`src/design/interlock_pkg.sv`:
```
// package for the run start interlock: register map, field layout, reset values, timing
// assumes a 250 MHz system clock and a plain single-cycle register port
package interlock_pkg;

    // ************************************************************
    // clock and timing
    // ************************************************************
    localparam int unsigned CLOCK_HZ        = 250_000_000;
    localparam int unsigned DELAY_UNIT_MS   = 100;
    localparam int unsigned TICK_CYCLES     = CLOCK_HZ / 1000 * DELAY_UNIT_MS;
    localparam int unsigned DELAY_MAX_S     = 60;
    localparam int unsigned DELAY_MAX_UNITS = DELAY_MAX_S * 1000 / DELAY_UNIT_MS;

    // ************************************************************
    // register offsets
    // ************************************************************
    localparam logic [7:0] ADDR_CTRL   = 8'h00;
    localparam logic [7:0] ADDR_RETRY  = 8'h04;
    localparam logic [7:0] ADDR_SEARCH = 8'h08;
    localparam logic [7:0] ADDR_STATE  = 8'h0C;
    localparam logic [7:0] ADDR_IRQ_ST = 8'h10;
    localparam logic [7:0] ADDR_IRQ_MK = 8'h14;

    // ************************************************************
    // field positions and settings
    // ************************************************************
    localparam int unsigned CTRL_PREV_LSB  = 0;
    localparam int unsigned CTRL_SRC_LSB   = 2;
    localparam int unsigned CTRL_PORUN_BIT = 5;
    localparam int unsigned CTRL_RESUME_BIT = 6;
    localparam int unsigned CTRL_CFGOK_BIT = 7;
    localparam int unsigned RETRY_DLY_LSB  = 8;
    localparam int unsigned SS_RESUME_BIT  = 2;
    localparam int unsigned SS_POWERON_BIT = 4;

    localparam logic [1:0] PREV_NONE = 2'h0;
    localparam logic [1:0] PREV_FWD  = 2'h1;
    localparam logic [1:0] PREV_REV  = 2'h2;

    localparam logic [2:0] SRC_KEYPAD      = 3'h0;
    localparam logic [2:0] SRC_TERMINAL_A  = 3'h1;
    localparam logic [2:0] SRC_TERMINAL_B  = 3'h2;

    localparam logic [3:0] ATTEMPT_MAX     = 4'hA;
    localparam logic [3:0] ATTEMPT_RESET   = 4'h0;
    localparam logic [9:0] DELAY_RESET     = 10'h00A;

    // interrupt status bits
    localparam int unsigned IRQ_BLOCKED  = 0;
    localparam int unsigned IRQ_FAULT    = 1;
    localparam int unsigned IRQ_RESUME   = 2;
    localparam int unsigned IRQ_EXHAUST  = 3;
    localparam int unsigned IRQ_W        = 4;

    typedef struct packed {
        logic       cfg_done;
        logic       resume_en;
        logic       power_on_run;
        logic [2:0] cmd_source;
        logic [1:0] run_prevent;
    } ctrl_t;

    typedef struct packed {
        logic [9:0] delay;
        logic [3:0] count;
    } retry_t;

    typedef enum logic [2:0] {
        ST_IDLE,
        ST_RUN,
        ST_DECEL,
        ST_TRIPPED,
        ST_WAIT
    } run_state_t;

endpackage

```
`src/design/tick_divider.sv`:
```
// one-cycle enable pulse every PERIOD clocks
// assumes a single clock domain
`timescale 1ns/10ps
module tick_divider #(
    parameter int unsigned PERIOD = 25_000_000
) (
    input  wire logic clock,
    input  wire logic arst_n,
    output logic      tick
);
    localparam int unsigned CW = $clog2(PERIOD + 1);

    logic [CW-1:0] count_q;

    always_ff @(posedge clock or negedge arst_n) begin
        if (!arst_n) begin
            count_q <= '0;
            tick    <= 1'b0;
        end else if (count_q == CW'(PERIOD - 1)) begin
            count_q <= '0;
            tick    <= 1'b1;
        end else begin
            count_q <= count_q + 1'b1;
            tick    <= 1'b0;
        end
    end
endmodule

```
`src/design/run_rearm.sv`:
```
// decides whether a held run input may start the drive
// assumes run_level is synchronous; open_window pulses once when settings become valid
`timescale 1ns/10ps
module run_rearm (
    input  wire logic clock,
    input  wire logic arst_n,
    input  wire logic run_level,
    input  wire logic open_window,
    input  wire logic allow_held,
    input  wire logic disarm,
    output logic      armed
);
    // a run input already closed at power up only counts when allowed; otherwise
    // it must open once before it can start anything
    always_ff @(posedge clock or negedge arst_n) begin
        if (!arst_n) begin
            armed <= 1'b0;
        end else if (open_window) begin
            // whatever the input did before settings loaded does not count
            armed <= !run_level || allow_held;
        end else if (!run_level) begin
            armed <= 1'b1;
        end else if (disarm) begin
            armed <= 1'b0;
        end
    end

    a_held_needs_allow: assert property (@(posedge clock) disable iff (!arst_n)
        (open_window && run_level && !allow_held) |=> !armed)
        else $error("held run input armed without permission");
endmodule

```
`src/design/run_start_interlock.sv`:
```
// run command qualification: direction blocking, power-on run (terminal source, needs auto resume on too), fault auto resume
// assumes synchronous inputs, one 250 MHz clock, single-cycle register port
`timescale 1ns/10ps
module run_start_interlock
    import interlock_pkg::*;
#(
    parameter int unsigned TICK_PERIOD = TICK_CYCLES
) (
    input  wire logic        clock,
    input  wire logic        arst_n,
    input  wire logic [7:0]  reg_addr,
    input  wire logic [31:0] reg_wdata,
    input  wire logic        reg_write,
    input  wire logic        reg_read,
    output logic      [31:0] reg_rdata,
    input  wire logic        run_fwd,
    input  wire logic        run_rev,
    input  wire logic        key_fwd,
    input  wire logic        key_rev,
    input  wire logic        key_stop,
    input  wire logic        fault,
    input  wire logic        fault_reset,
    input  wire logic        at_zero_speed,
    output logic             drive_enable,
    output logic             ramp_accel,
    output logic             ramp_decel,
    output logic             dir_reverse,
    output logic             search_start,
    output logic             irq
);
    // ************************************************************
    // registers
    // ************************************************************
    ctrl_t      ctrl_q;
    retry_t     retry_q;
    logic [7:0] search_q;
    logic [IRQ_W-1:0] irq_st_q;
    logic [IRQ_W-1:0] irq_mk_q;
    logic [IRQ_W-1:0] irq_set;
    logic       cfg_seen_q;
    run_state_t state_q;
    logic [3:0] attempts_q;
    logic [9:0] wait_q;
    logic       rev_q;
    logic       drive_q;
    logic       search_q_pulse;

    logic wr_retry;
    assign wr_retry = reg_write && (reg_addr == ADDR_RETRY);

    always_ff @(posedge clock or negedge arst_n) begin
        if (!arst_n) begin
            ctrl_q   <= '0;
            retry_q  <= '{delay: DELAY_RESET, count: ATTEMPT_RESET};
            search_q <= 8'h00;
            irq_mk_q <= '0;
        end else if (reg_write) begin
            case (reg_addr)
                ADDR_CTRL: begin
                    // settings 3 is not a prevention choice, stored as written and blocks neither direction
                    ctrl_q <= ctrl_t'(reg_wdata[7:0]);
                end
                ADDR_RETRY: begin
                    retry_q.count <= (reg_wdata[3:0] > ATTEMPT_MAX) ? ATTEMPT_MAX
                                     : reg_wdata[3:0];
                    retry_q.delay <= (reg_wdata[RETRY_DLY_LSB +: 10] > 10'(DELAY_MAX_UNITS))
                                     ? 10'(DELAY_MAX_UNITS)
                                     : reg_wdata[RETRY_DLY_LSB +: 10];
                end
                ADDR_SEARCH: search_q <= reg_wdata[7:0];
                ADDR_IRQ_MK: irq_mk_q <= reg_wdata[IRQ_W-1:0];
                default: ;
            endcase
        end
    end

    // sticky status: a new event in the clearing cycle survives
    always_ff @(posedge clock or negedge arst_n) begin
        if (!arst_n) begin
            irq_st_q <= '0;
        end else if (reg_write && reg_addr == ADDR_IRQ_ST) begin
            irq_st_q <= (irq_st_q & ~reg_wdata[IRQ_W-1:0]) | irq_set;
        end else begin
            irq_st_q <= irq_st_q | irq_set;
        end
    end
    assign irq = |(irq_st_q & irq_mk_q);

    always_ff @(posedge clock or negedge arst_n) begin
        if (!arst_n) begin
            reg_rdata <= 32'h0000_0000;
        end else if (reg_read) begin
            case (reg_addr)
                ADDR_CTRL:   reg_rdata <= {24'h000000, ctrl_q};
                ADDR_RETRY:  reg_rdata <= {14'h0000, retry_q.delay, 4'h0, retry_q.count};
                ADDR_SEARCH: reg_rdata <= {24'h000000, search_q};
                ADDR_STATE:  reg_rdata <= {20'h00000, attempts_q, 1'b0, rev_q,
                                           drive_enable, 2'b00, state_q};
                ADDR_IRQ_ST: reg_rdata <= {28'h0000000, irq_st_q};
                ADDR_IRQ_MK: reg_rdata <= {28'h0000000, irq_mk_q};
                default:     reg_rdata <= 32'h0000_0000;
            endcase
        end else begin
            reg_rdata <= 32'h0000_0000;
        end
    end

    // ************************************************************
    // command decode
    // ************************************************************
    logic terminal_src;
    logic run_level;
    logic want_rev;
    logic key_start;
    logic dir_blocked;
    logic stop_req;
    logic open_window;
    logic armed;
    logic tick;

    assign terminal_src = (ctrl_q.cmd_source == SRC_TERMINAL_A)
                       || (ctrl_q.cmd_source == SRC_TERMINAL_B);
    assign run_level    = terminal_src && (run_fwd || run_rev);
    assign key_start    = (ctrl_q.cmd_source == SRC_KEYPAD) && (key_fwd || key_rev);
    assign want_rev     = terminal_src ? (run_rev && !run_fwd) : (key_rev && !key_fwd);
    assign dir_blocked  = (want_rev && ctrl_q.run_prevent == PREV_REV)
                       || (!want_rev && ctrl_q.run_prevent == PREV_FWD);
    assign stop_req     = terminal_src ? !run_level
                                       : (ctrl_q.cmd_source == SRC_KEYPAD && key_stop);

    // settings are only trustworthy once software marks them loaded; that moment
    // stands in for power up
    assign open_window  = ctrl_q.cfg_done && !cfg_seen_q;

    always_ff @(posedge clock or negedge arst_n) begin
        if (!arst_n) begin
            cfg_seen_q <= 1'b0;
        end else if (ctrl_q.cfg_done) begin
            cfg_seen_q <= 1'b1;
        end
    end

    run_rearm u_rearm (
        .clock       (clock),
        .arst_n      (arst_n),
        .run_level   (run_level),
        .open_window (open_window),
        .allow_held  (terminal_src && ctrl_q.power_on_run && ctrl_q.resume_en),
        // a trip forgets a held input, so only the resume path may restart
        .disarm      (state_q == ST_TRIPPED),
        .armed       (armed)
    );

    tick_divider #(
        .PERIOD (TICK_PERIOD)
    ) u_tick (
        .clock  (clock),
        .arst_n (arst_n),
        .tick   (tick)
    );

    // ************************************************************
    // run sequencer
    // ************************************************************
    logic term_start;
    logic resume_ok;
    assign term_start = cfg_seen_q && armed && run_level && !open_window;
    assign resume_ok  = ctrl_q.resume_en && (attempts_q != 4'h0) && run_level;

    always_ff @(posedge clock or negedge arst_n) begin
        if (!arst_n) begin
            state_q        <= ST_IDLE;
            attempts_q     <= ATTEMPT_RESET;
            wait_q         <= '0;
            rev_q          <= 1'b0;
            drive_q        <= 1'b0;
            search_q_pulse <= 1'b0;
            irq_set        <= '0;
        end else begin
            search_q_pulse <= 1'b0;
            irq_set        <= '0;
            if (wr_retry) begin
                attempts_q <= (reg_wdata[3:0] > ATTEMPT_MAX) ? ATTEMPT_MAX : reg_wdata[3:0];
            end
            if (fault && state_q != ST_TRIPPED) begin
                state_q            <= ST_TRIPPED;
                drive_q            <= 1'b0;
                irq_set[IRQ_FAULT] <= 1'b1;
            end else begin
                case (state_q)
                    ST_IDLE: begin
                        if ((term_start || key_start) && dir_blocked) begin
                            irq_set[IRQ_BLOCKED] <= 1'b1;
                        end else if (term_start || key_start) begin
                            state_q    <= ST_RUN;
                            drive_q    <= 1'b1;
                            rev_q      <= want_rev;
                            attempts_q <= retry_q.count;
                            search_q_pulse <= search_q[SS_POWERON_BIT];
                        end
                    end
                    ST_RUN: begin
                        if (stop_req || (terminal_src && dir_blocked)) begin
                            state_q <= ST_DECEL;
                            irq_set[IRQ_BLOCKED] <= !stop_req;
                        end else if (key_start && dir_blocked) begin
                            state_q <= ST_DECEL;
                            irq_set[IRQ_BLOCKED] <= 1'b1;
                        end
                    end
                    ST_DECEL: begin
                        // drive stays on so the ramp can bring the output to zero
                        if (at_zero_speed) begin
                            state_q <= ST_IDLE;
                            drive_q <= 1'b0;
                        end
                    end
                    ST_TRIPPED: begin
                        if (fault_reset && !fault) begin
                            if (resume_ok) begin
                                state_q <= ST_WAIT;
                                wait_q  <= retry_q.delay;
                            end else begin
                                state_q <= ST_IDLE;
                                irq_set[IRQ_EXHAUST] <= ctrl_q.resume_en;
                            end
                        end
                    end
                    ST_WAIT: begin
                        if (!run_level) begin
                            state_q <= ST_IDLE;
                        end else if (wait_q == 10'h000) begin
                            state_q    <= ST_RUN;
                            drive_q    <= 1'b1;
                            rev_q      <= want_rev;
                            attempts_q <= attempts_q - 4'h1;
                            irq_set[IRQ_RESUME] <= 1'b1;
                            search_q_pulse <= search_q[SS_RESUME_BIT];
                        end else if (tick) begin
                            wait_q <= wait_q - 10'h001;
                        end
                    end
                    default: begin
                        state_q <= ST_IDLE;
                        drive_q <= 1'b0;
                    end
                endcase
            end
        end
    end

    // fault gates the drive combinationally so no cycle of output follows it
    assign drive_enable = drive_q && !fault;
    assign ramp_accel   = (state_q == ST_RUN) && !fault;
    assign ramp_decel   = (state_q == ST_DECEL) && !fault;
    assign dir_reverse  = rev_q;
    assign search_start = search_q_pulse;

    // ************************************************************
    // checks
    // ************************************************************
    a_fault_cuts_drive: assert property (@(posedge clock) disable iff (!arst_n)
        fault |-> !drive_enable ##1 (state_q == ST_TRIPPED))
        else $error("drive not removed on fault");

    a_blocked_rev_decel: assert property (@(posedge clock) disable iff (!arst_n)
        (state_q == ST_RUN && !fault && terminal_src && run_level && want_rev
         && ctrl_q.run_prevent == PREV_REV) |=> (state_q == ST_DECEL && drive_q))
        else $error("blocked reverse did not ramp down");

    a_blocked_fwd_decel: assert property (@(posedge clock) disable iff (!arst_n)
        (state_q == ST_RUN && !fault && terminal_src && run_level && !want_rev
         && ctrl_q.run_prevent == PREV_FWD) |=> (state_q == ST_DECEL))
        else $error("blocked forward did not ramp down");

    a_prev_none_free: assert property (@(posedge clock) disable iff (!arst_n)
        (ctrl_q.run_prevent == PREV_NONE) |-> !dir_blocked)
        else $error("direction blocked with prevention off");

    a_poweron_source: assert property (@(posedge clock) disable iff (!arst_n)
        (open_window && run_level && !ctrl_q.power_on_run) |=> !armed)
        else $error("power-on run taken while disabled");

    a_no_resume_off: assert property (@(posedge clock) disable iff (!arst_n)
        (state_q == ST_TRIPPED && !ctrl_q.resume_en) |=> state_q != ST_WAIT)
        else $error("resume with auto resume off");

    a_zero_attempts: assert property (@(posedge clock) disable iff (!arst_n)
        (state_q == ST_TRIPPED && attempts_q == 4'h0) |=> state_q != ST_WAIT)
        else $error("resume with no attempts left");

    a_resume_start: assert property (@(posedge clock) disable iff (!arst_n)
        (state_q == ST_TRIPPED && fault_reset && !fault && resume_ok)
        |=> (state_q == ST_WAIT && wait_q == retry_q.delay))
        else $error("resume did not begin its delay");

    a_attempt_limit: assert property (@(posedge clock) disable iff (!arst_n)
        attempts_q <= ATTEMPT_MAX)
        else $error("attempt count above limit");

    a_resume_search: assert property (@(posedge clock) disable iff (!arst_n)
        (state_q == ST_WAIT && !fault && run_level && wait_q == 10'h000)
        |=> (search_start == search_q[SS_RESUME_BIT] && state_q == ST_RUN))
        else $error("resume speed search mismatch");

    a_start_search: assert property (@(posedge clock) disable iff (!arst_n)
        (state_q == ST_IDLE && !fault && term_start && !dir_blocked)
        |=> (search_start == search_q[SS_POWERON_BIT] && ramp_accel))
        else $error("start speed search mismatch");
endmodule

```
`config.mk`:
```
export PLATFORM = sky130hd
export DESIGN_NAME = run_start_interlock
export DESIGN_NICKNAME = d
export VERILOG_FILES = /design/src/design/interlock_pkg.sv /design/src/design/tick_divider.sv /design/src/design/run_rearm.sv /design/src/design/run_start_interlock.sv
export SDC_FILE = /design/constraint.sdc
export NUM_CORES = 1
export LEC_CHECK = 0
export ABC_AREA = 1
export BUFFER_PORTS_ARGS = -buffer_cell sky130_fd_sc_hd__buf_2
export CORE_ASPECT_RATIO = 1.75
export CORE_UTILIZATION = 50
export DETAILED_ROUTE_END_ITERATION = 8
export GPL_TIMING_DRIVEN = 0
export HOLD_SLACK_MARGIN = 0.08
export PLACE_DENSITY = 0.74
export SLEW_MARGIN = 10
export SYNTH_ARGS = -nofsm -noshare
export SYNTH_HDL_FRONTEND = slang
export SYNTH_HIERARCHICAL = 1
export SYNTH_SLANG_ARGS = --single-unit
export TNS_END_PERCENT = 100
```
`constraint.sdc`:
```
create_clock -name clock -period 1.5 [get_ports clock]
set_input_delay 0.3 -clock clock [delete_from_list [all_inputs] [get_ports clock]]
set_output_delay 0.3 -clock clock [all_outputs]
set_load 0.02 [all_outputs]
```
Yosys cells after proc, flatten, opt, wreduce, memory -nomap -nowiden:

Index checks and enable logic that the tools add are counted.
Widths: inputs -> output; s select.

* bits in registers: 122
* latch bits: 0
* RAM bits: 0
* ROM bits: 0
* input bits: 52
* output and inout bits: 38
* logic and storage cells: 190
* memories kept: 0

* add/subtract/negate cells: 3
* multiply operators: 0
* div/mod/pow operators: 0
* $lt $le $gt $ge: 2
* eq/ne operators: 33
* shift operators: 0
* muxes and demuxes: 67
* bitwise gates (word level): 6
* reductions and logical operators: 57

Operator list (number)
* $pmux 18 s6: 1
* $mux 10: 6
* $mux 1: 32
* $mux 32: 1
* $mux 4: 8
* $mux 3: 10
* $add 25x1->25 const B: 1
* $eq 25x25->1 const B: 1
* $logic_and 1x1->1: 25
* $mux 25: 1
* $pmux 10 s2: 1
* $ne 3x3->1 const B: 6
* $reduce_and 6->1: 3
* $eq 8x4->1 const B: 2
* $eq 8x5->1 const B: 2
* $pmux 3 s5: 1
* $ne 2x2->1 const B: 7
* $gt 10x10->1 const B: 1
* $logic_not 10->1: 1
* $sub 10x1->10 const B: 1
* $eq 3x2->1 const B: 3
* $and 4x4->4: 2
* $eq 8x3->1 const B: 1
* $logic_not 1->1: 8
* other kinds (26): 43

Depth between registers and ports, before layout:

* depth after elaboration: 11
* depth in mapped cells: 12
* depth with buffers taken out: 12

Hierarchy:

Netlist, hierarchy kept.

Modules (own cells, without submodules)
* run_start_interlock: times used 1, cells each 584, area an instance 4465.5 um2, seq. area each 2029.4 um2
* tick_divider: times used 1, cells each 212, area an instance 1585.3 um2, seq. area each 650.6 um2
* run_rearm: times used 1, cells each 7, area an instance 58.8 um2, seq. area each 25.0 um2

Worst setup path after synthesis:

No wires, ideal clock.

* kind: register to register
* start: register wait_q[0]
* end: register attempts_q[2]
* library setup time: 0.116 ns
* data arrival time: 1.482 ns
* required time: 1.384 ns
* path slack: -0.098 ns
* cell stages (with the launch flop): 12
* path buffers: 0
* clock period less this slack: 1.598 ns
* cells stage by stage: dfrtp_1 -> inv_1 -> ha_1 -> nand2_1 -> nor2_2 -> nand4_2 -> o21ai_1 -> nor2_1 -> nor2_1 -> nand2_1 -> nand2_1 -> nand2_1

* cells in the longest elaborated chain, start to end: 5

Ends and longest elaborated chain
* start, declared: RTL line run_start_interlock.sv:43 `logic [9:0] wait_q;`
* start signal, assigned: RTL line run_start_interlock.sv:222 `wait_q <= retry_q.delay;`
* start signal, assigned: RTL line run_start_interlock.sv:240 `wait_q <= wait_q - 10'h001;`
* $logic_not 10->1: RTL line run_start_interlock.sv:232 `end else if (wait_q == 10'h000) begin`
* $mux 4: RTL line run_start_interlock.sv:232
* $mux 4: RTL line run_start_interlock.sv:230 `if (!run_level) begin`
* $pmux 4 s2: RTL line run_start_interlock.sv:190 `case (state_q)`
* $mux 4: RTL line run_start_interlock.sv:185 `if (fault && state_q != ST_TRIPPED) begin`
* end signal, assigned: RTL line run_start_interlock.sv:183 `attempts_q <= (reg_wdata[3:0] > ATTEMPT_MAX) ? ATTEMPT_MAX : reg_wdata[3:0];`
* end signal, assigned: RTL line run_start_interlock.sv:198 `attempts_q <= retry_q.count;`
* end signal, assigned: RTL line run_start_interlock.sv:236 `attempts_q <= attempts_q - 4'h1;`
* end, declared: RTL line run_start_interlock.sv:42 `logic [3:0] attempts_q;`

No other way between the ends.
A chain may end at the register's enable or synchronous reset.

Worst setup path after layout:

* start: register state_q[0]
* end: register state_q[2]

* cells in the longest elaborated chain, start to end: 4
* elaborated cells between the ends (all ways): 16
* classes of those cells: eq/ne: 11; mux: 2; reduce/logical: 3

Ends and longest elaborated chain
* start, declared: RTL line run_start_interlock.sv:41 `run_state_t state_q;`
* start signal, assigned: RTL line run_start_interlock.sv:172 `state_q <= ST_IDLE;`
* start signal, assigned: RTL line run_start_interlock.sv:186 `state_q <= ST_TRIPPED;`
* start signal, assigned: RTL line run_start_interlock.sv:195 `state_q <= ST_RUN;`
* $ne 3x2->1: RTL line run_start_interlock.sv:185
* $logic_and 1x1->1: RTL line run_start_interlock.sv:185
* $ne 4x4->1 (no source line) or $ne 3x3->1 (tied branches)
* $reduce_and 6->1 (no source line)

Parallel ways exist; a longest one is shown, timed or not.

==> metrics.md <==
| Metric | Value |
|---|---|
| Count leader, synth | `nand2_1` |
| DR WL/cell | `16.1 um` |
| DIE AREA | `12700 um2` |
| Cells after synthesis | `roughly 800` |
| Leakage | `3.95 nW` |
| Number of port buffers | `60` |
| Number of global-route vias before repair | `about 5.6k` |
| Crit Path Max Fanout | `6` |
| Clk_lat worst skew | `0.36 ns` |
| Post-route minimum period | `1.84 ns` |
| Top-area cell type share of the netlist area | `43.4%` |
| Drt drc | `0` |
| PD cells | `around 1200 nW/um2` |
| Max-cap violations | `0` |
| Worst path depth | `10` |
| Failing checks | `setup timing` |
| Maximum buffer depth of the clock tree | `2` |
| Fill count | `958` |
| Drt total wl | `17400 um` |
| Post-synth EDFFs | `0` |
| Worst Setup End Kind | `flop` |
| Worst EP required | `1.74 ns` |
| Async set-reset flop share out of synthesis | `100%` |
| Hold depth | `3` |
| Congestion Overflow GR | `0` |
| Endpoints failing setup | `25` |
| Period Utilization, post-route | `123%` |
| GRT Util Overall | `26.8%` |
| DR vias/cell | `5.37` |
| CTS Sinks | `108` |
| # diodes | `0` |
| Setup TNS Final | `-4.96 ns` |
| Ports | `90` |
| Slew HR | `43.2%` |
| Area growth syn-to-layout | `27.7%` |
| Fin Clk Skew | `around 0.01 ns` |
| Die Ht | `~150 um` |
| Root buffer cell | `clkbuf_16` |
| Worst Hold Class | `in2reg` |
| Sequential area share after synthesis | `~44%` |
| RSZ-0062 raised after global routing | `yes` |
| Yosys cell types | `45` |
| Seq cells post-synth | `approximately 110` |
| Avg Cell Area, Syn | `7.61 um2` |
| Yosys Warn Count | `6` |
| Number of placed instances, taps included | `1014` |
| Worst setup SP type | `flop` |
| DR pass1 iterations | `5` |
| Worst setup margin | `-0.340 ns` |
| Synth top cells by count | `nand2_1 (191), dfrtp_1 (106), inv_1 (104), nor2_1 (98), nand3_1 (59)` |
| Crit-path slowest cell | `dfrtp_1` |
| GP Congestion | `0.901` |
| Synth top area cells | `dfrtp_1 (43%), nand2_1 (12%), inv_1 (6.4%)` |
| Layout cells sized above 1 | `between 30% and 40%` |
| Outcome | `finished, violations left` |
| FF-to-FF path depth | `10` |
| Tightest Pin Transition | `0.845 ns` |
| Fmax | `544 MHz` |
| Initial core utilization | `around half` |
| Initial antenna violation count | `0` |
| Clk slew on worst S/H paths | `0.08 ns` |
| Worst Path Buf+Inv | `2` |
| CP cell instances | `inv_2 -> nand2_4 -> nor2_2 -> inv_2 -> a21oi_2 -> nand2_2 -> nor2_4 -> nor2_4 -> nand3_1 -> nand2_1` |
| Arrival time worst endpoint | `2.08 ns` |
| Nets | `993` |
| Non-filler cells in the finished layout | `between 1k and 1.5k` |
| Max incr delay on CP | `0.40 ns` |
| Crit path kind | `reg2reg` |
| Rows | `53` |
| First-pass GRT wire length | `26100 um` |
| Area leader, netlist | `dfrtp_1` |
| H-tree depth | `3` |
| Largest net degree at the start of global routing | `86` |
| Core area | `between 10000 and 15000 um2` |
| Fin. Hold Viols | `0` |
| Area of the mapped netlist | `6110 um2` |
| Crit path max-delay family | `simple AND/OR/NAND/NOR gates` |
| CTS tree | `built` |
| HPWL after DPL | `~11000 um` |
| Via count | `approximately 5.8k` |
| Starting DRT DRC Count | `between 300 and 400` |
| Die W | `85.6 um` |
| Pre-CTS worst setup slack | `-0.317 ns` |
| Top_reg_cell synth | `dfrtp_1` |
| Final Power | `9.37 mW` |
| Total CTS buffers | `9` |
| Max-slew violations | `0` |
| Peak VDD IR | `599 uV` |
| Routed Antenna Nets | `0` |
## final timing paths
kind | from | to | slack [ns]
worst max-delay path | state_q[0] | state_q[2] | -0.34
worst min-delay path | reg_wdata[9] | retry_q[5] | 0.18
worst max register to register | state_q[0] | state_q[2] | -0.34
worst min register to register | irq_set[3] | irq_st_q[3] | 0.45
max in group asynchronous | arst_n | retry_q[7] | 0.44
min in group asynchronous | arst_n | irq_st_q[1] | 0.36
## final cells by class
type	instances	area (um2)	share of cell area [%]
Clock inverter	5	43.8	0.561
Inverter	116	450	5.77
Clock buffer	11	253	3.24
Buffer	26	206	2.65
Tap cell	137	171	2.20
Sequential cell	108	2710	34.8
Multi-Input combinational cell	566	3200	41.0
Timing Repair Buffer	111	768	9.85
## where the power goes
group          internal, mW  switching [mW]  total (mW)
clock                  1.24            1.15        2.38
sequential             3.18           0.261        3.44
combinational          1.40            2.14        3.54
total                  5.82            3.55        9.37
## cells by family after synthesis
group / Yosys count / synth area share (%)
and+or+nand+nor: 425 / 32.3
buffers and inverters: 142 / 10.3
AOI/OAI and AO/OA: 109 / 10.3
DFF: 108 / 44.3
xor gates and xnor gates: 14 / 2.01
adders and majority gates: 3 / 0.614
other: 1 / 0.0614
muxes: 1 / 0.164
## worst register-to-register path, cell delays in order, from the launching register on
cell and delay, ns:
dfrtp_1 0.40, inv_2 0.13, nand2_4 0.10, nor2_2 0.34
inv_2 0.09, a21oi_2 0.18, nand2_2 0.11, nor2_4 0.13
nor2_4 0.06, nand3_1 0.10, nand2_1 0.07
## flip-flops by register name, summed over array words and instances, names as in the netlist
register	count
u_tick/count_q	25
reg_rdata	18
retry_q	14
wait_q	10
ctrl_q	8
search_q	8
attempts_q	4
irq_mk_q	4
irq_set	4
irq_st_q	4
state_q	3
cfg_seen_q	1
dir_reverse	1
drive_q	1
search_start	1
u_rearm/armed	1
u_tick/tick	1
## cell usage in the layout (no fill, tap or decap), drive strengths merged, types with 2 or more instances in the layout
| master | Yosys | layout |
|---|---|---|
| nand3 | 65 | 65 |
| buf | 25 | 132 |
| inv | 113 | 116 |
| o21ai | 62 | 62 |
| dfrtp | 106 | 106 |
| o21bai | 5 | 5 |
| clkbuf | 1 | 15 |
| o22ai | 10 | 10 |
| conb | 1 | 14 |
| clkinv | 3 | 3 |
| xnor2 | 3 | 3 |
| clkinvlp | 0 | 2 |
| dfstp | 2 | 2 |
| nor4 | 3 | 3 |
| ha | 3 | 3 |
| nor2 | 120 | 120 |
| nand2 | 207 | 207 |
| a21oi | 28 | 28 |
| nand4 | 10 | 10 |
| xor2 | 11 | 11 |
| nor3 | 15 | 15 |
## per-stage QoR
| stage | hold slack [ns] | util (%) | cell area (um2) |
|---|---|---|---|
| 2_1_floorplan | 0.00441 | - | 6180 |
| 3_3_place_gp | 0.424 | 55.8 | 6660 |
| 3_5_place_dp | 0.176 | 56.0 | 6690 |
| 4_1_cts | 0.177 | 62.4 | 7450 |
| 5_1_grt | 0.192 | 65.4 | 7800 |
| 6_report | 0.175 | 65.4 | 7800 |
## what timing repair did
item                                    in CTS  in global routing
hold buffers                                 1                  0
gates resized for setup                     67                 51
buffers inserted                            28                 20
cloned                                       1                  1
pin swaps                                   22                 31
endpoints found under the setup margin      36                 50
endpoints found under the hold margin       23                  0
## routing by layer
layer | part of all wire [%] | vias up | GRT usage (%) | wire [um]
li1 | - | 2788 | - | -
met1 | 35 | 2687 | 27.7 | 6150
met2 | 53 | 241 | 48.3 | 9240
met3 | 4.2 | 84 | 4.05 | 735
met4 | 7.4 | 0 | 19.7 | 1280
met5 | 0 | - | 0 | 0
Power figures use the tool's default switching activity.
